**src/rtl/ogt_map.vh**
```
// Register map and field layout of the offset and gain trim bank.
// Assumes a byte-addressed Avalon-MM slave, one register per 32-bit word.
`ifndef OGT_MAP_VH
`define OGT_MAP_VH

// Printed register indices (not all multiples of four)
`define OGT_IDX_OFS_C2B    12'h336
`define OGT_IDX_OFS_C3C    12'h338
`define OGT_IDX_OFS_C3D    12'h33A
`define OGT_IDX_OFS_C4     12'h33C
`define OGT_IDX_OFS_C5     12'h33E
`define OGT_IDX_GAIN_C0    12'h360
`define OGT_IDX_GAIN_C1    12'h361
`define OGT_IDX_GAIN_C2A   12'h362

// Byte address is four times the index
`define OGT_ADDR_SHIFT     2

// Field widths
`define OGT_OFS_W          12
`define OGT_GAIN_W         5
`define OGT_OFS_REG_W      16
`define OGT_GAIN_REG_W     8

// Reset value of every trim register
`define OGT_RST_OFS        16'h0000
`define OGT_RST_GAIN       8'h00

// Fuse load sequencing: cycles after reset release before fuses are valid
`define OGT_FUSE_WAIT      4'h3

// Input pair selector codes
`define OGT_SEL_A          2'h0
`define OGT_SEL_B          2'h1
`define OGT_SEL_C          2'h2
`define OGT_SEL_D          2'h3

// Answer to an unmapped read
`define OGT_UNMAPPED_DATA  32'h0000_0000

`endif

```
**src/rtl/ogt_trim_bank.v**
```verilog
// Offset and fine gain trim bank, Avalon-MM slave with waitrequest.
// Holds eight trim words and turns them into per-core corrections.
// Assumes synchronous inputs; fuse data is stable after reset release.
// Assumes the cores report their sampled pair on the selector inputs.
//
// Implementation choice: the Avalon-MM slave port.
`timescale 1ns/1ns
`include "ogt_map.vh"

// What this block does
// - Offset at 0x336 drives core 2 on second pair
// - Core 3 offsets: 0x338 third, 0x33A fourth pair
// - Offsets 0x33C core 4, 0x33E core 5 always
// - Gains 0x360 core 0, 0x361 core 1
// - Gain 0x362 drives core 2 on first pair
// - Fields load defaults from fuse storage
// - Registers reset to zero, all fields read/write
// - Offset correction is an unsigned value
module ogt_trim_bank (
   input  wire        clk_in,             // 250 MHz clock
   input  wire        nrst_in,            // Async reset, active low
   // Avalon-MM slave
   input  wire [13:0] avs_address_in,     // Byte address
   input  wire        avs_read_in,        // Read request
   input  wire        avs_write_in,       // Write request
   input  wire [31:0] avs_writedata_in,   // Write data
   input  wire [3:0]  avs_byteenable_in,  // Byte lanes
   output reg  [31:0] avs_readdata_out,   // Read data
   output reg         avs_waitrequest_out, // Stall
   // Fuse defaults
   input  wire [15:0] fuse_ofs_c2b_in,    // Factory offset core 2 pair B
   input  wire [15:0] fuse_ofs_c3c_in,    // Factory offset core 3 pair C
   input  wire [15:0] fuse_ofs_c3d_in,    // Factory offset core 3 pair D
   input  wire [15:0] fuse_ofs_c4_in,     // Factory offset core 4
   input  wire [15:0] fuse_ofs_c5_in,     // Factory offset core 5
   input  wire [7:0]  fuse_gain_c0_in,    // Factory gain core 0
   input  wire [7:0]  fuse_gain_c1_in,    // Factory gain core 1
   input  wire [7:0]  fuse_gain_c2a_in,   // Factory gain core 2 pair A
   // Input pair selectors
   input  wire [1:0]  core2_sel_in,       // Pair sampled by core 2
   input  wire [1:0]  core3_sel_in,       // Pair sampled by core 3
   // Corrections to the converter datapath
   output reg  [11:0] core2_ofs_out,      // Core 2 offset (pair B)
   output reg         core2_ofs_vld_out,  // Core 2 offset applies now
   output reg  [11:0] core3_ofs_out,      // Core 3 offset (pair C or D)
   output reg         core3_ofs_vld_out,  // Core 3 offset applies now
   output reg  [11:0] core4_ofs_out,      // Core 4 offset
   output reg  [11:0] core5_ofs_out,      // Core 5 offset
   output reg  [4:0]  core0_gain_out,     // Core 0 fine gain
   output reg  [4:0]  core1_gain_out,     // Core 1 fine gain
   output reg  [4:0]  core2_gain_out,     // Core 2 fine gain (pair A)
   output reg         core2_gain_vld_out, // Core 2 gain applies now
   output reg         fuse_done_out       // Fuse defaults loaded
);

   localparam NREG = 8;               // Registers in the bank

   // The bus answers every request the same way: the request is seen in
   // idle, waitrequest drops for exactly one cycle, then one quiet cycle
   // passes before the next request is looked at. Reads and writes to
   // holes in the map are answered like any other, with zero data.
   // Bus FSM states
   localparam ST_IDLE = 2'h0;         // Waiting for a request
   localparam ST_ANS  = 2'h1;         // Answer, waitrequest low
   localparam ST_DONE = 2'h2;         // Gap while master releases

   // Fuse load sequencer
   reg  [3:0]  fuse_cnt_q;             // Wait counter after reset
   reg         fuse_load_q;            // One-cycle load pulse
   reg         fuse_done_q;            // Load finished

   // Bus handling
   reg  [1:0]  st_q;                   // Bus state
   reg  [1:0]  st_d;                   // Next bus state
   wire [11:0] idx;                    // Register index from address
   wire        addr_ok;                // Word aligned access
   reg  [NREG-1:0] hit;                // One-hot register decode
   wire [NREG-1:0] wr_sel;             // Per-register write strobes
   reg  [31:0] rmux;                   // Read mux

   // Each word lives in its own small register module
   // Register contents
   wire [15:0] ofs_c2b;                // Offset core 2 pair B
   wire [15:0] ofs_c3c;                // Offset core 3 pair C
   wire [15:0] ofs_c3d;                // Offset core 3 pair D
   wire [15:0] ofs_c4;                 // Offset core 4
   wire [15:0] ofs_c5;                 // Offset core 5
   wire [7:0]  gain_c0;                // Gain core 0
   wire [7:0]  gain_c1;                // Gain core 1
   wire [7:0]  gain_c2a;               // Gain core 2 pair A
   wire [15:0] wd16;                   // Byte-masked 16-bit write data
   wire [7:0]  wd8;                    // Byte-masked 8-bit write data

   // Fuse defaults are taken a few cycles after reset release, not under
   // reset, so the async reset only ever loads constants. The wait gives
   // the fuse array time to settle; a write landing in the load cycle
   // still wins, since a deliberate software value outranks the default.
   always @(posedge clk_in or negedge nrst_in) begin
      if (!nrst_in) begin
         fuse_cnt_q  <= 4'h0;
         fuse_load_q <= 1'b0;
         fuse_done_q <= 1'b0;
      end else begin
         // Load pulse lasts a single cycle
         fuse_load_q <= 1'b0;
         if (!fuse_done_q) begin
            // Fire once when the settling wait has run out
            if (fuse_cnt_q == `OGT_FUSE_WAIT) begin
               fuse_load_q <= 1'b1;
               fuse_done_q <= 1'b1;
            end else begin
               // Still settling; the done flag freezes the counter
               fuse_cnt_q <= fuse_cnt_q + 4'h1;
            end
         end
      end
   end

   // Address decode: index is byte address over four
   // Low two address bits must be zero, else the access is a hole
   assign idx     = avs_address_in[13:`OGT_ADDR_SHIFT];
   assign addr_ok = (avs_address_in[1:0] == 2'h0);

   // One-hot decode of the eight trim registers
   // A miss leaves every strobe low, so holes take no write
   always @* begin
      hit = {NREG{1'b0}};
      if (addr_ok) begin
         case (idx)
            `OGT_IDX_OFS_C2B:  hit[0] = 1'b1;
            `OGT_IDX_OFS_C3C:  hit[1] = 1'b1;
            `OGT_IDX_OFS_C3D:  hit[2] = 1'b1;
            `OGT_IDX_OFS_C4:   hit[3] = 1'b1;
            `OGT_IDX_OFS_C5:   hit[4] = 1'b1;
            `OGT_IDX_GAIN_C0:  hit[5] = 1'b1;
            `OGT_IDX_GAIN_C1:  hit[6] = 1'b1;
            `OGT_IDX_GAIN_C2A: hit[7] = 1'b1;
            default:           hit = {NREG{1'b0}};
         endcase
      end
   end

   // Write takes effect only in the answer cycle, exactly once per request.
   // Upper bits are stored as written; software keeps them zero.
   assign wr_sel = (st_q == ST_ANS && avs_write_in) ? hit : {NREG{1'b0}};

   // Byte lanes merge new data with the held value
   // Lanes 2 and 3 have no storage behind them and are ignored
   assign wd16 = {avs_byteenable_in[1] ? avs_writedata_in[15:8] : 8'h00,
                  avs_byteenable_in[0] ? avs_writedata_in[7:0]  : 8'h00};
   assign wd8  = avs_byteenable_in[0] ? avs_writedata_in[7:0] : 8'h00;

   // Offset registers (16 bit)
   // Core 2 offset, used while it samples the second pair
   ogt_trim_reg #(.W(`OGT_OFS_REG_W)) u_ofs_c2b (
      .clk_in    (clk_in),
      .nrst_in   (nrst_in),
      .load_in   (fuse_load_q),
      .fuse_in   (fuse_ofs_c2b_in),
      .wr_in     (wr_sel[0]),
      .wdata_in  (lane16(ofs_c2b)),
      .value_out (ofs_c2b)
   );
   // Core 3 offset for its third pair
   ogt_trim_reg #(.W(`OGT_OFS_REG_W)) u_ofs_c3c (
      .clk_in    (clk_in),
      .nrst_in   (nrst_in),
      .load_in   (fuse_load_q),
      .fuse_in   (fuse_ofs_c3c_in),
      .wr_in     (wr_sel[1]),
      .wdata_in  (lane16(ofs_c3c)),
      .value_out (ofs_c3c)
   );
   // Core 3 offset for its fourth pair
   ogt_trim_reg #(.W(`OGT_OFS_REG_W)) u_ofs_c3d (
      .clk_in    (clk_in),
      .nrst_in   (nrst_in),
      .load_in   (fuse_load_q),
      .fuse_in   (fuse_ofs_c3d_in),
      .wr_in     (wr_sel[2]),
      .wdata_in  (lane16(ofs_c3d)),
      .value_out (ofs_c3d)
   );
   // Core 4 offset, independent of the pair
   ogt_trim_reg #(.W(`OGT_OFS_REG_W)) u_ofs_c4 (
      .clk_in    (clk_in),
      .nrst_in   (nrst_in),
      .load_in   (fuse_load_q),
      .fuse_in   (fuse_ofs_c4_in),
      .wr_in     (wr_sel[3]),
      .wdata_in  (lane16(ofs_c4)),
      .value_out (ofs_c4)
   );
   // Core 5 offset, independent of the pair
   ogt_trim_reg #(.W(`OGT_OFS_REG_W)) u_ofs_c5 (
      .clk_in    (clk_in),
      .nrst_in   (nrst_in),
      .load_in   (fuse_load_q),
      .fuse_in   (fuse_ofs_c5_in),
      .wr_in     (wr_sel[4]),
      .wdata_in  (lane16(ofs_c5)),
      .value_out (ofs_c5)
   );

   // Gain registers (8 bit)
   // Core 0 fine gain
   ogt_trim_reg #(.W(`OGT_GAIN_REG_W)) u_gain_c0 (
      .clk_in    (clk_in),
      .nrst_in   (nrst_in),
      .load_in   (fuse_load_q),
      .fuse_in   (fuse_gain_c0_in),
      .wr_in     (wr_sel[5]),
      .wdata_in  (lane8(gain_c0)),
      .value_out (gain_c0)
   );
   // Core 1 fine gain
   ogt_trim_reg #(.W(`OGT_GAIN_REG_W)) u_gain_c1 (
      .clk_in    (clk_in),
      .nrst_in   (nrst_in),
      .load_in   (fuse_load_q),
      .fuse_in   (fuse_gain_c1_in),
      .wr_in     (wr_sel[6]),
      .wdata_in  (lane8(gain_c1)),
      .value_out (gain_c1)
   );
   // Core 2 fine gain, used while it samples the first pair
   ogt_trim_reg #(.W(`OGT_GAIN_REG_W)) u_gain_c2a (
      .clk_in    (clk_in),
      .nrst_in   (nrst_in),
      .load_in   (fuse_load_q),
      .fuse_in   (fuse_gain_c2a_in),
      .wr_in     (wr_sel[7]),
      .wdata_in  (lane8(gain_c2a)),
      .value_out (gain_c2a)
   );

   // Keep bytes whose lane is disabled
   // so a narrow write to one byte leaves its neighbour alone; the gains
   // have only lane 0 behind them
   function [15:0] lane16;
      input [15:0] old;
      begin
         lane16 = {avs_byteenable_in[1] ? wd16[15:8] : old[15:8],
                   avs_byteenable_in[0] ? wd16[7:0]  : old[7:0]};
      end
   endfunction

   function [7:0] lane8;
      input [7:0] old;
      begin
         lane8 = avs_byteenable_in[0] ? wd8 : old;
      end
   endfunction

   // Read mux: full contents, zero above the register width
   // Reserved bits read back as stored; holes return zero so software
   // can probe the map without side effects
   always @* begin
      // hit is one-hot or zero, so plain items cover every case
      case (hit)
         8'h01:   rmux = {16'h0000, ofs_c2b};
         8'h02:   rmux = {16'h0000, ofs_c3c};
         8'h04:   rmux = {16'h0000, ofs_c3d};
         8'h08:   rmux = {16'h0000, ofs_c4};
         8'h10:   rmux = {16'h0000, ofs_c5};
         8'h20:   rmux = {24'h000000, gain_c0};
         8'h40:   rmux = {24'h000000, gain_c1};
         8'h80:   rmux = {24'h000000, gain_c2a};
         default: rmux = `OGT_UNMAPPED_DATA;     // Unmapped reads zero
      endcase
   end

   // Bus FSM: one wait cycle, one answer cycle, one release cycle.
   // The release cycle stops a held request being answered twice.
   // The cost is one dead cycle between back-to-back requests, which
   // is harmless for a bank that software touches only at setup.
   always @* begin
      case (st_q)
         ST_IDLE: st_d = (avs_read_in || avs_write_in) ? ST_ANS : ST_IDLE;
         ST_ANS:  st_d = ST_DONE;
         ST_DONE: st_d = ST_IDLE;
         default: st_d = ST_IDLE;
      endcase
   end

   // Registered bus outputs; waitrequest low only in the answer state
   always @(posedge clk_in or negedge nrst_in) begin
      if (!nrst_in) begin
         st_q                <= ST_IDLE;
         avs_waitrequest_out <= 1'b1;
         avs_readdata_out    <= 32'h0000_0000;
      end else begin
         st_q                <= st_d;
         // Low for exactly the cycle in which the answer stands
         avs_waitrequest_out <= ~(st_d == ST_ANS);
         // Read data loads as the answer starts and stands afterwards
         if (st_d == ST_ANS && avs_read_in) begin
            avs_readdata_out <= rmux;
         end
      end
   end

   // Corrections toward the cores; offsets used as unsigned magnitudes.
   // Access during offset calibration is the software's to avoid.
   // Every output is registered, so it lags its register and selector by
   // one clock; a valid flag tells the core whether the word applies to
   // the pair it samples right now.
   always @(posedge clk_in or negedge nrst_in) begin
      if (!nrst_in) begin
         core2_ofs_out      <= 12'h000;
         core2_ofs_vld_out  <= 1'b0;
         core3_ofs_out      <= 12'h000;
         core3_ofs_vld_out  <= 1'b0;
         core4_ofs_out      <= 12'h000;
         core5_ofs_out      <= 12'h000;
         core0_gain_out     <= 5'h00;
         core1_gain_out     <= 5'h00;
         core2_gain_out     <= 5'h00;
         core2_gain_vld_out <= 1'b0;
         fuse_done_out      <= 1'b0;
      end else begin
         core2_ofs_out     <= ofs_c2b[`OGT_OFS_W-1:0];
         core2_ofs_vld_out <= (core2_sel_in == `OGT_SEL_B);
         // Core 3 picks its word by the pair it samples
         if (core3_sel_in == `OGT_SEL_D) begin
            core3_ofs_out <= ofs_c3d[`OGT_OFS_W-1:0];
         end else begin
            core3_ofs_out <= ofs_c3c[`OGT_OFS_W-1:0];
         end
         core3_ofs_vld_out <= (core3_sel_in == `OGT_SEL_C) ||
                              (core3_sel_in == `OGT_SEL_D);
         // Cores 4 and 5 do not depend on the pair
         core4_ofs_out      <= ofs_c4[`OGT_OFS_W-1:0];
         core5_ofs_out      <= ofs_c5[`OGT_OFS_W-1:0];
         // Fine gains, low five bits of each word
         core0_gain_out     <= gain_c0[`OGT_GAIN_W-1:0];
         core1_gain_out     <= gain_c1[`OGT_GAIN_W-1:0];
         core2_gain_out     <= gain_c2a[`OGT_GAIN_W-1:0];
         core2_gain_vld_out <= (core2_sel_in == `OGT_SEL_A);
         // Rises the clock the registers take the fuse words
         fuse_done_out      <= fuse_done_q;
      end
   end

endmodule

```
**src/rtl/ogt_trim_reg.v**
```verilog
// One trim register: fuse default load, software write, readback.
// Assumes single clock, async active-low reset, fuse load pulse from top.
`timescale 1ns/1ns
module ogt_trim_reg #(
   parameter W = 16
) (
   input  wire         clk_in,      // System clock
   input  wire         nrst_in,     // Async reset, active low
   input  wire         load_in,     // One-cycle fuse load pulse
   input  wire [W-1:0] fuse_in,     // Factory trim from fuse storage
   input  wire         wr_in,       // Software write strobe
   input  wire [W-1:0] wdata_in,    // Software write data
   output wire [W-1:0] value_out    // Current register content
);

   reg [W-1:0] value_q;             // Held trim word

   // Reset to zero, fuse load at start, then software writes win
   always @(posedge clk_in or negedge nrst_in) begin
      if (!nrst_in) begin
         value_q <= {W{1'b0}};
      end else if (wr_in) begin
         value_q <= wdata_in;
      end else if (load_in) begin
         value_q <= fuse_in;
      end
   end

   assign value_out = value_q;
endmodule

```
**config.mk**
```make
export PLATFORM = sky130hd
export DESIGN_NAME = ogt_trim_bank
export DESIGN_NICKNAME = d
export VERILOG_FILES = /design/src/rtl/ogt_trim_bank.v /design/src/rtl/ogt_trim_reg.v
export VERILOG_INCLUDE_DIRS = /design/src /design/src/rtl
export SDC_FILE = /design/constraint.sdc
export NUM_CORES = 1
export LEC_CHECK = 0
export BUFFER_PORTS_ARGS = -buffer_cell sky130_fd_sc_hd__buf_2
export CAP_MARGIN = 20
export CORE_ASPECT_RATIO = 1.4
export CORE_UTILIZATION = 55
export DETAILED_ROUTE_END_ITERATION = 12
export PLACE_DENSITY = 0.92
export REMOVE_ABC_BUFFERS = 1
export SYNTH_ARGS = -nofsm -noshare
export SYNTH_HDL_FRONTEND = slang
export SYNTH_SLANG_ARGS = --single-unit
export TNS_END_PERCENT = 20
```
**constraint.sdc**
```tcl
create_clock -name clk_in -period 3.7 [get_ports clk_in]
set_input_delay 0.185 -clock clk_in [delete_from_list [all_inputs] [get_ports clk_in]]
set_output_delay 0.185 -clock clk_in [all_outputs]
set_load 0.05 [all_outputs]
```
==> impl_metrics.toml, run 1 <==
[synth]
synthesis.instances = 703
postSynthRegisterBits = 196
syn-mean-instance-area_um2 = 12.56
ys_async_sr_fraction_pct = 100.0
synthesis.area_um2 = 8830
yosysWarningCount = 0
synth_sequential_area_ratio_pct = 55.56
postSynth.topFlopCell = "sky130_fd_sc_hd__dfrtp_1"
netlist-cell-type-count = 61
synth_enable_flop_cells = 0

[flow_run]
maxCapViolCount = 0

[global_route]
grt.overflow.total = 0
grt_usage_pct = 32.40
global_route_wire_length_before_repair_um = 39260
first_global_vias = 7106
grt_antenna_before_repair = 0
grt_start_max_net_pins = 118

[drt]
detail_route.first_pass.iterations = 7
viasPerCell = 6.285
vias = 7140
wirelength_um = 25940
drc = 0
routed_wire_length_per_instance_um = 22.84
drtIter0Drc = 574
ant_nets = 0

[power]
power_density_nw_per_um2 = 449.1
power.ir.vdd_worst_v = 0.0003857
power.combinational.fraction_pct = 14.0
power.internal_uw = 3385
total_switching_power_uw = 1425
share_seq_of_total_power_pct = 48.5
static-leakage-power_uw = 0.004755
clock_power_share_pct = 37.4
swShare_pct = 29.63

[placed_design]
port-buffer-count = 227
globalplace.congestion = 0.9515
detailedPlacementHpwl_um = 18760
preCtsSetupSlack_ns = 1.144

[die]
initial_core_util_pct = 56.57
io-pin-count = 262
rows = 54
fp.dieH_um = 151.9
die_x_um = 109.1
floorplan.core_area_um2 = 15610
fp.dieArea_um2 = 16570

[clock_tree]
clock_tree_from_tritoncts = "built"
cts_max_path_bufs = 2
htree_levels = 4
clock-sinks = 196
post-cts-setup-buffers = 0
tritoncts.num_buffers = 17
insertion_delay_ns = 0.45
clk_pin_slew_worst_paths_ns = 0.08
cts.root.buffer_cell = "sky130_fd_sc_hd__clkbuf_16"

[setup_path]
maximum_fanout_along_the_worst_path = 9
critical_path_arrival_ns = 2.64
reg2reg_path_depth = 5
r2r_end = "u_gain_c1.value_out[4]"
crit_path_end_kind = "flip-flop"
r2r-start = "st_q[1]"
timing.setup.critical_path_class = "flip-flop to flip-flop"
regToRegSetupSlack_ns = 1.39
cp-start-kind = "flip-flop"
critical_path.endpoint = "u_gain_c1.value_out[4]"
critical_path.startpoint = "st_q[1]"
cp_data_required_time_ns = 4.03

[layout]
final_layout_size_suffix_gt1_share_pct = 51.70
fillCellCount = 1089
num_antenna_cells = 0
number_of_nets_in_the_layout = 1090
area_growth_pct = 21.30

[timing]
slew_headroom_pct = 38.82
final_report_max_slew_violation_count = 0
layout_min_cycle_time_ns = 2.313
timing.final.hold_violations = 0
finalCritPeriodShare_pct = 62.52
unrepaired_setup_endpoints_after_global_routing = "no"
fin_tns_setup_ns = 0
clock.fmax_mhz = 432.3
timing.final.setup_violations = 0
setup_ws_ns = 1.387
timing_worst_slew_pin_value_ns = 0.9176
worst_clock_skew_ns = 0.01406

[run_status]
run_status = "completed"

[worst_hold_path]
startpoint_of_the_most_critical_hold_path = "fuse_ofs_c3c_in[8]"
holdCritPathClass = "primary input to flip-flop"
==> cells in the mapped netlist (all sizes together) (2+ instances only) <==
library cell,number,area share (%)
nand3b,2,0.17
a22oi,17,1.4
mux2i,19,2.2
dfrtp,195,55
a21oi,18,1.0
nor4,3,0.35
nand3,9,0.51
or2,86,6.1
buf,35,2.5
o31ai,2,0.38
or4b,2,0.23
nand4b,2,0.20
o22ai,24,1.7
clkbuf,16,0.68
nor2,8,0.45
inv,19,0.81
nor2b,5,0.35
a211oi,7,0.60
nor4b,2,0.37
nand2,34,1.6
o21ai,14,0.79
and3b,2,0.20
a22o,8,0.79
nor3,14,1.3
o2bb2ai,8,0.79
nand4,4,0.45
nand2b,3,0.21
o221a,88,11
mux2,43,5.6
==> metal layers <==
layer / part of all wire (%) / global-route usage, % / up-vias / routed length [um]
met2: 49 / 52.20 / 465 / 12640
met5: 0 / 0 / - / 0
li1: - / - / 3084 / -
met4: 6.0 / 20.14 / 0 / 1548
met1: 37 / 39.05 / 3491 / 9689
met3: 8.0 / 6.864 / 100 / 2065
==> final cells by class <==
cell class	instances	area, um^2	area share [%]
flip-flops and latches	196	4906	45.81
multi-input cells	452	3630	33.89
repair buffers	241	1280	11.95
clock buffers	18	439.2	4.100
well taps	196	245.2	2.290
clock inverters	14	138.9	1.297
inverters	19	71.32	0.6659
==> critical path: stages (launching register included) <==
cell                      delay [ns]
sky130_fd_sc_hd__dfrtp_1        0.41
sky130_fd_sc_hd__and3b_1        0.42
sky130_fd_sc_hd__nand4_1        0.22
sky130_fd_sc_hd__o21ai_1        0.47
sky130_fd_sc_hd__nand2_1        0.33
sky130_fd_sc_hd__o221a_2        0.35
==> layout by cell type, fill, tap and decap left out, types with 3 or more instances in the layout <==
cell,n
sky130_fd_sc_hd__inv_1,19
sky130_fd_sc_hd__inv_8,5
sky130_fd_sc_hd__a211oi_1,7
sky130_fd_sc_hd__o221a_1,17
sky130_fd_sc_hd__a22oi_1,17
sky130_fd_sc_hd__clkinvlp_4,3
sky130_fd_sc_hd__nand3_1,9
sky130_fd_sc_hd__clkbuf_16,17
sky130_fd_sc_hd__mux2_2,40
sky130_fd_sc_hd__or2_2,86
sky130_fd_sc_hd__o21ai_1,3
sky130_fd_sc_hd__nor3_4,4
sky130_fd_sc_hd__nand4_1,3
sky130_fd_sc_hd__o21ai_0,11
sky130_fd_sc_hd__nand2b_1,3
sky130_fd_sc_hd__clkinv_4,4
sky130_fd_sc_hd__nor2b_1,5
sky130_fd_sc_hd__nand2_1,32
sky130_fd_sc_hd__dfrtp_1,195
sky130_fd_sc_hd__a22o_1,8
sky130_fd_sc_hd__nor2_1,6
sky130_fd_sc_hd__o22ai_1,24
sky130_fd_sc_hd__a21oi_1,18
sky130_fd_sc_hd__o2bb2ai_1,8
sky130_fd_sc_hd__buf_2,226
sky130_fd_sc_hd__conb_1,16
sky130_fd_sc_hd__dlygate4sd3_1,7
sky130_fd_sc_hd__mux2i_1,18
sky130_fd_sc_hd__nor3_1,10
sky130_fd_sc_hd__o221a_2,71
sky130_fd_sc_hd__buf_4,6
==> timing repair <==
item                                   in CTS  in global routing
gates resized for setup                     0                  0
setup endpoints to repair                   0                  0
endpoints found under the hold margin     118                  0
hold buffers                                7                  0
==> per-stage QoR <==
step / cell area (um^2) / power, uW / instances / utilization (%) / hold WS (ns)
2_1_floorplan: 8607 / 2728 / 667 / - / -0.1106
3_3_place_gp: 10060 / 3010 / 1097 / 64.47 / 0.3236
3_5_place_dp: 10060 / 3026 / 1097 / 64.47 / 0.3286
4_1_cts: 10710 / 4808 / 1136 / 68.62 / 0.01583
5_1_grt: 10710 / 4965 / 1136 / 68.62 / 0.01351
6_report: 10710 / 4810 / 1136 / 68.62 / 0.01943
==> worst min-delay path by stage <==
stage / to / slack, ns / cells past startpoint
3_3_place_gp: core3_ofs_vld_out / 0.32 / 1
5_1_grt: u_ofs_c3c.value_out[8] / 0.01 / 2
3_5_place_dp: core3_ofs_vld_out / 0.33 / 1
6_report: u_ofs_c3c.value_out[8] / 0.02 / 2
4_1_cts: u_ofs_c3c.value_out[8] / 0.02 / 2
2_1_floorplan: avs_readdata_out[0] / -0.11 / 0
==> logic make-up (layout without fill, tap and decap cells) <==
family | after synthesis | after routing | share of synthesized area, %
compound gates | 190 | 190 | 19.38
xor+xnor | 2 | 2 | 0.1984
fa+ha+maj | 1 | 1 | 0.1417
buf+inv | 70 | 292 | 3.968
flops | 196 | 196 | 55.56
mux | 62 | 62 | 7.765
other cells | 1 | 16 | 0.04247
simple gates | 181 | 181 | 12.94
==> power groups by stage <==
| stage | clock network (uW) | registers, uW | logic [uW] |
|---|---|---|---|
| global placement | 0 | 2370 | 642 |
| detailed placement | 0 | 2370 | 654 |
| floorplan | 0 | 2510 | 215 |
| finish | 1800 | 2340 | 675 |
| global route | 1910 | 2350 | 712 |
| CTS | 1810 | 2330 | 671 |
==> flip-flops by register name, summed over array words and instances, names as in the netlist, 8 cells and up <==
| register | flops |
|---|---|
| u_ofs_c3c.value_out | 16 |
| u_gain_c1.value_out | 8 |
| core2_ofs_out | 12 |
| core3_ofs_out | 12 |
| u_gain_c0.value_out | 8 |
| u_ofs_c3d.value_out | 16 |
| core4_ofs_out | 12 |
| core5_ofs_out | 12 |
| u_ofs_c2b.value_out | 16 |
| u_ofs_c4.value_out | 16 |
| avs_readdata_out | 16 |
| u_ofs_c5.value_out | 16 |
| u_gain_c2a.value_out | 8 |
Power figures use the tool's default switching activity.
==> run 2: changes to the inputs <==
ABC_AREA = 1   (was unset)
CORE_UTILIZATION = 53   (was 55)
PLACE_DENSITY = 0.89   (was 0.92)
clock period = 2.2 ns   (was 3.7 ns; I/O delays follow)
==> run 2 against run 1 <==
Effect of this change:
- design area up 12%
- clock skew down 0.0043 ns
- die area up 12%
- register-to-register slack worse by 1.2 ns
- maximum frequency up 15%
- count of clock-buffer cells in the layout up 2
- routed wire length up 12%
- largest power group unchanged
==> impl_metrics.toml, run 2 <==
[timing]
finalCritPeriodShare_pct = 91.05
slew_headroom_pct = 43.37
worst_clock_skew_ns = 0.009741
clock.fmax_mhz = 499.3
timing.final.hold_violations = 0
unrepaired_setup_endpoints_after_global_routing = "no"
timing.final.setup_violations = 0
fin_tns_setup_ns = 0
layout_min_cycle_time_ns = 2.003
final_report_max_slew_violation_count = 0
timing_worst_slew_pin_value_ns = 0.8475

[placed_design]
detailedPlacementHpwl_um = 19650
port-buffer-count = 227
placement.cell_area_um2 = 10810
globalplace.congestion = 0.8847

[synth]
synth_enable_flop_cells = 0
postSynth.topFlopCell = "sky130_fd_sc_hd__dfrtp_1"
yosysWarningCount = 0
synthesis.area_um2 = 9540
synth_largest_area_cell = "sky130_fd_sc_hd__dfrtp_1"
synth_top_cells_by_count = "sky130_fd_sc_hd__nand2_1 (198), sky130_fd_sc_hd__dfrtp_1 (195), sky130_fd_sc_hd__nor2_1 (179), sky130_fd_sc_hd__a21oi_1 (113), sky130_fd_sc_hd__nand3_1 (107)"
yosys-top-cells-area = "sky130_fd_sc_hd__dfrtp_1 (51%), sky130_fd_sc_hd__nand2_1 (7.8%), sky130_fd_sc_hd__nor2_1 (7.0%)"
netlist-cell-type-count = 30
synthesis.instances = 1102
postSynthRegisterBits = 196
synth_sequential_area_ratio_pct = 51.42
yosys.cell_count.top_type = "sky130_fd_sc_hd__nand2_1"
ys_async_sr_fraction_pct = 100.0
synth_top_area_share_pct = 51.15
syn-mean-instance-area_um2 = 8.657

[layout]
number_of_nets_in_the_layout = 1551
most-common-layout-cells = "sky130_fd_sc_hd__buf_2 (226), sky130_fd_sc_hd__nand2_1 (198), sky130_fd_sc_hd__dfrtp_1 (195)"
finalInstanceArea_um2 = 12050
num_antenna_cells = 0
area_growth_pct = 26.27
final_layout_size_suffix_gt1_share_pct = 26.21
mostFrequentLayoutCell = "sky130_fd_sc_hd__buf_2"

[die]
io-pin-count = 262
fp.dieH_um = 160.7
die_x_um = 115.4
rows = 57
floorplan.core_area_um2 = 17470
fp.dieArea_um2 = 18550
initial_core_util_pct = 54.60

[setup_path]
crit_path_end_kind = "flip-flop"
cp-start-kind = "flip-flop"
critical-path-top-delay-family = "compound AO/OA/AOI/OAI gates"
worst_path_max_delay_cell = "sky130_fd_sc_hd__o21ai_4"
timing.critical_path.slowest_cell_delay_ns = 0.58
crit_chain = "nor2_4 > nand2_8 > inv_6 > nand3_4 > o21ai_4 > nor2_1 > a21oi_2"
critical_path_arrival_ns = 2.37
timing.setup.critical_path_class = "flip-flop to flip-flop"
regToRegSetupSlack_ns = 0.20
cp_data_required_time_ns = 2.57
maximum_fanout_along_the_worst_path = 16
crit_buf_inv = 1

[worst_hold_path]
holdCritPathClass = "primary input to flip-flop"

[global_route]
grt_start_max_net_pins = 65
grt_usage_pct = 32.53
first_global_vias = 8819
global_route_wire_length_before_repair_um = 45140
grt_antenna_before_repair = 0
grt.overflow.total = 0

[clock_tree]
insertion_delay_ns = 0.44
tritoncts.num_buffers = 17
cts.root.buffer_cell = "sky130_fd_sc_hd__clkbuf_16"
post_cts_resized = 0
clock_tree_from_tritoncts = "built"
clock-sinks = 196
clk_pin_slew_worst_paths_ns = 0.07
htree_levels = 4
cts_max_path_bufs = 2

[drt]
drtIter0Drc = 1030
viasPerCell = 5.517
ant_nets = 0
vias = 9025
detail_route.first_pass.iterations = 6
wirelength_um = 29050
routed_wire_length_per_instance_um = 17.76
drc = 0

[run_status]
run_status = "completed"

[flow_run]
maxCapViolCount = 0

[power]
power.ir.vdd_worst_v = 0.0004670
power_density_nw_per_um2 = 675.4
static-leakage-power_uw = 0.006117
run 2: final timing paths:
check	from	endpoint	depth (start not counted)
max	st_q[1]	u_ofs_c4.value_out[1]	7
min	fuse_ofs_c2b_in[13]	u_ofs_c2b.value_out[13]	5
max reg2reg	st_q[1]	u_ofs_c4.value_out[1]	7
min reg2reg	u_ofs_c2b.value_out[10]	core2_ofs_out[10]	0
min in group asynchronous	nrst_in	core2_gain_out[0]	2
max in group asynchronous	nrst_in	u_ofs_c3c.value_out[0]	3
run 2: layout make-up:
type | instances | area [um^2]
Tap cell | 236 | 295.3
Multi-Input combinational cell | 789 | 3991
Sequential cell | 196 | 4906
Clock buffer | 20 | 456.7
Fill cell | 1318 | 5426
Timing Repair Buffer | 320 | 2061
Inverter | 64 | 245.2
Clock inverter | 11 | 91.34
run 2: worst min-delay path, delay by kind of cell:
kind	cells	cell delay, ns
compound gates	2	0.13
buf+inv	1	0.08
simple gates	2	0.09
run 2: layer usage:
metal / GRT usage (%) / vias to the layer above / share of wire, %
li1: - / 4131 / -
met3: 5.660 / 136 / 7.8
met1: 39.77 / 4191 / 36
met4: 19.66 / 0 / 6.2
met2: 53.24 / 567 / 50
met5: 0 / - / 0
run 2: where the power goes:
group / switching (uW) / internal (uW) / leakage, uW
clock network: 1420 / 1530 / 0.000261
logic: 896 / 386 / 0.00354
registers: 114 / 3800 / 0.00232
total: 2430 / 5710 / 0.00612
run 2: stage by stage:
step | hold WS [ns] | setup slack (ns) | total power, uW | cells | util [%]
CTS | 0.001129 | 0.1550 | 8111 | 1635 | 68.83
finish | 0.007395 | 0.1970 | 8136 | 1636 | 68.94
global route | 0.01669 | 0.07178 | 8396 | 1636 | 68.94
global placement | 0.1319 | 0.2433 | 5105 | 1537 | 61.85
floorplan | -0.1856 | -0.3977 | 4676 | 1049 | -
detailed placement | 0.1393 | 0.1814 | 5129 | 1537 | 61.85
run 2: logic make-up (layout without fill, tap and decap cells):
kind of cell,count (synthesis),in the layout,share of synthesized area [%]
and+or+nand+nor,529,529,26.02
muxes,1,1,0.1180
buffers and inverters,132,415,7.331
xor gates and xnor gates,3,3,0.2755
AOI/OAI and AO/OA,239,239,14.66
DFF,196,196,51.42
other,1,16,0.03931
adders and majority gates,1,1,0.1311
run 2: repair_timing:
action | 4_1_cts | 5_1_grt
setup endpoints to repair | 0 | 1
hold endpoints to repair | 124 | 0
hold buffers | 67 | 0
buffers inserted | 0 | 1
==> run 3: changes to the inputs <==
CELL_PAD_IN_SITES_DETAIL_PLACEMENT = 0   (was unset)
CELL_PAD_IN_SITES_GLOBAL_PLACEMENT = 2   (was unset)
CORE_UTILIZATION = 31   (was 53)
==> run 3 against run 2 <==
Effect of this change:
- via count is 8.5% lower
- worst hold slack better by 0.0046 ns
- first-iteration DRC count is 62% lower
- cell count is 11% higher
- non-clock buffer count is 26 higher
- routed wire length is 6.7% higher
- die area is 70% higher
- critical path type unchanged
- critical endpoint is now u_ofs_c4.value_out[15]
==> impl_metrics.toml, run 3 (same netlist as run 2, synthesis figures left out) <==
[die]
initial_core_util_pct = 31.67
rows = 75
die_x_um = 150.3
fp.dieArea_um2 = 31490
floorplan.core_area_um2 = 30120
fp.dieH_um = 209.6
io-pin-count = 262

[global_route]
grt_start_max_net_pins = 77
first_global_vias = 8062
global_route_wire_length_before_repair_um = 46770
grt.overflow.total = 0
grt_antenna_before_repair = 0
grt_usage_pct = 20.46

[clock_tree]
cts.root.buffer_cell = "sky130_fd_sc_hd__clkbuf_16"
tritoncts.num_buffers = 17
post-cts-setup-buffers = 0
clock-sinks = 196
cts_max_path_bufs = 2
post_cts_resized = 0
insertion_delay_ns = 0.45
cts_hold_repair.buffers = 92
clock_tree_from_tritoncts = "built"
htree_levels = 4
clk_pin_slew_worst_paths_ns = 0.07

[drt]
viasPerCell = 4.556
drtIter0Drc = 390
detail_route.first_pass.iterations = 5
drc = 0
vias = 8255
routed_wire_length_per_instance_um = 17.10
wirelength_um = 30990
ant_nets = 0

[timing]
timing.final.setup_violations = 0
unrepaired_setup_endpoints_after_global_routing = "no"
finalCritPeriodShare_pct = 90.57
worst_clock_skew_ns = 0.01210
clock.fmax_mhz = 501.9
timing_worst_slew_pin_value_ns = 0.6993
whs_ns = 0.01204
slew_headroom_pct = 53.26
final_report_max_slew_violation_count = 0
timing.final.hold_violations = 0
layout_min_cycle_time_ns = 1.993

[setup_path]
critical_path_arrival_ns = 2.36
cp_data_required_time_ns = 2.57
cp-start-kind = "flip-flop"
maximum_fanout_along_the_worst_path = 17
crit_path_end_kind = "flip-flop"
reg2reg_path_depth = 8
timing.setup.critical_path_class = "flip-flop to flip-flop"
r2r_end = "u_ofs_c4.value_out[15]"
r2r-start = "st_q[1]"
regToRegSetupSlack_ns = 0.21

[layout]
fillCellCount = 3104
most-common-layout-cells = "sky130_fd_sc_hd__buf_2 (226), sky130_fd_sc_hd__nand2_1 (198), sky130_fd_sc_hd__dfrtp_1 (195)"
area_growth_pct = 31.12
final_layout_size_suffix_gt1_share_pct = 25.93
num_antenna_cells = 0
finalCoreUtilization_pct = 41.53
final-seq-area_um2 = 4906
instances_no_fill = 1812
multi_input_area_um2 = 3991
number_of_nets_in_the_layout = 1577
mostFrequentLayoutCell = "sky130_fd_sc_hd__buf_2"

[flow_run]
maxCapViolCount = 0

[power]
clock_power_share_pct = 37.1
post-layout-total-power_uw = 8296
share_seq_of_total_power_pct = 47.2
power.combinational.fraction_pct = 15.7
swShare_pct = 30.60
static-leakage-power_uw = 0.006236
power.ir.vdd_worst_v = 0.0004893
power_density_nw_per_um2 = 663.2
power.internal_uw = 5758
total_switching_power_uw = 2538

[worst_hold_path]
worstHoldEndpoint = "u_gain_c2a.value_out[0]"
hold_crit_depth = 3
holdCritPathClass = "primary input to flip-flop"
startpoint_of_the_most_critical_hold_path = "fuse_gain_c2a_in[0]"

[placed_design]
placed_cells = 1688
port-buffer-count = 227
detailedPlacementHpwl_um = 22890
globalplace.congestion = 0.8280

[run_status]
run_status = "completed"
[run 3: cell count changes in the layout (fill, tap and decap cells not counted), sizes merged]
cell / previous run / this run
clkinv: 2 / 4
inv: 69 / 70
buf: 252 / 253
clkbuf: 21 / 20
dlygate4sd3: 67 / 92
clkinvlp: 4 / 3
[run 3: how the worst max path moves through the flow]
stage | from | endpoint | slack [ns] | cells past startpoint
finish | st_q[1] | u_ofs_c4.value_out[15] | 0.21 | 8
global route | st_q[1] | u_ofs_c4.value_out[12] | 0.02 | 8
CTS | st_q[1] | u_ofs_c4.value_out[10] | 0.15 | 8
detailed placement | st_q[1] | u_ofs_c4.value_out[13] | 0.19 | 8
global placement | st_q[1] | u_ofs_c4.value_out[8] | 0.24 | 8
floorplan | avs_address_in[13] | u_ofs_c2b.value_out[0] | -0.40 | 7
[run 3: critical path, cell delays in order, from the launching register on]
cell and delay, ns:
sky130_fd_sc_hd__dfrtp_1 0.41, sky130_fd_sc_hd__nor2_4 0.18, sky130_fd_sc_hd__nand2_8 0.15, sky130_fd_sc_hd__inv_6 0.16, sky130_fd_sc_hd__nand3_4 0.12, sky130_fd_sc_hd__buf_4 0.25, sky130_fd_sc_hd__o21ai_4 0.41, sky130_fd_sc_hd__nor2_1 0.08
sky130_fd_sc_hd__a21oi_1 0.14
[run 3: area by class of cell]
| class | count | area share, % |
|---|---|---|
| flip-flops and latches | 196 | 39.22 |
| multi-input cells | 789 | 31.91 |
| repair buffers | 346 | 18.53 |
| well taps | 385 | 3.851 |
| clock buffers | 19 | 3.621 |
| inverters | 64 | 1.960 |
| clock inverters | 13 | 0.9102 |
[run 3: through the flow]
stage	instance area [um^2]	TNS, ns	setup WS, ns
finish	12510	0	0.2075
global route	12510	0	0.01710
CTS	12510	0	0.1535
detailed placement	11020	0	0.1851
global placement	11020	0	0.2391
floorplan	9143	-16.29	-0.3977
[run 3: power groups by stage]
stage                     registers, uW  clock network, uW  logic (uW)
final                              3910               3080        1300
after floorplan                    4230                  0         448
after CTS                          3910               3160        1320
after global placement             3980                  0        1170
after global routing               3940               3300        1420
after detailed placement           3990                  0        1180
[run 3: layer usage]
layer / global-route usage, % / wire length, um / vias to the layer above
met4: 7.907 / 832 / 0
met2: 36.20 / 16190 / 225
met3: 2.978 / 1232 / 35
li1: - / - / 4185
met5: 0 / 0 / -
met1: 24.65 / 12730 / 3810
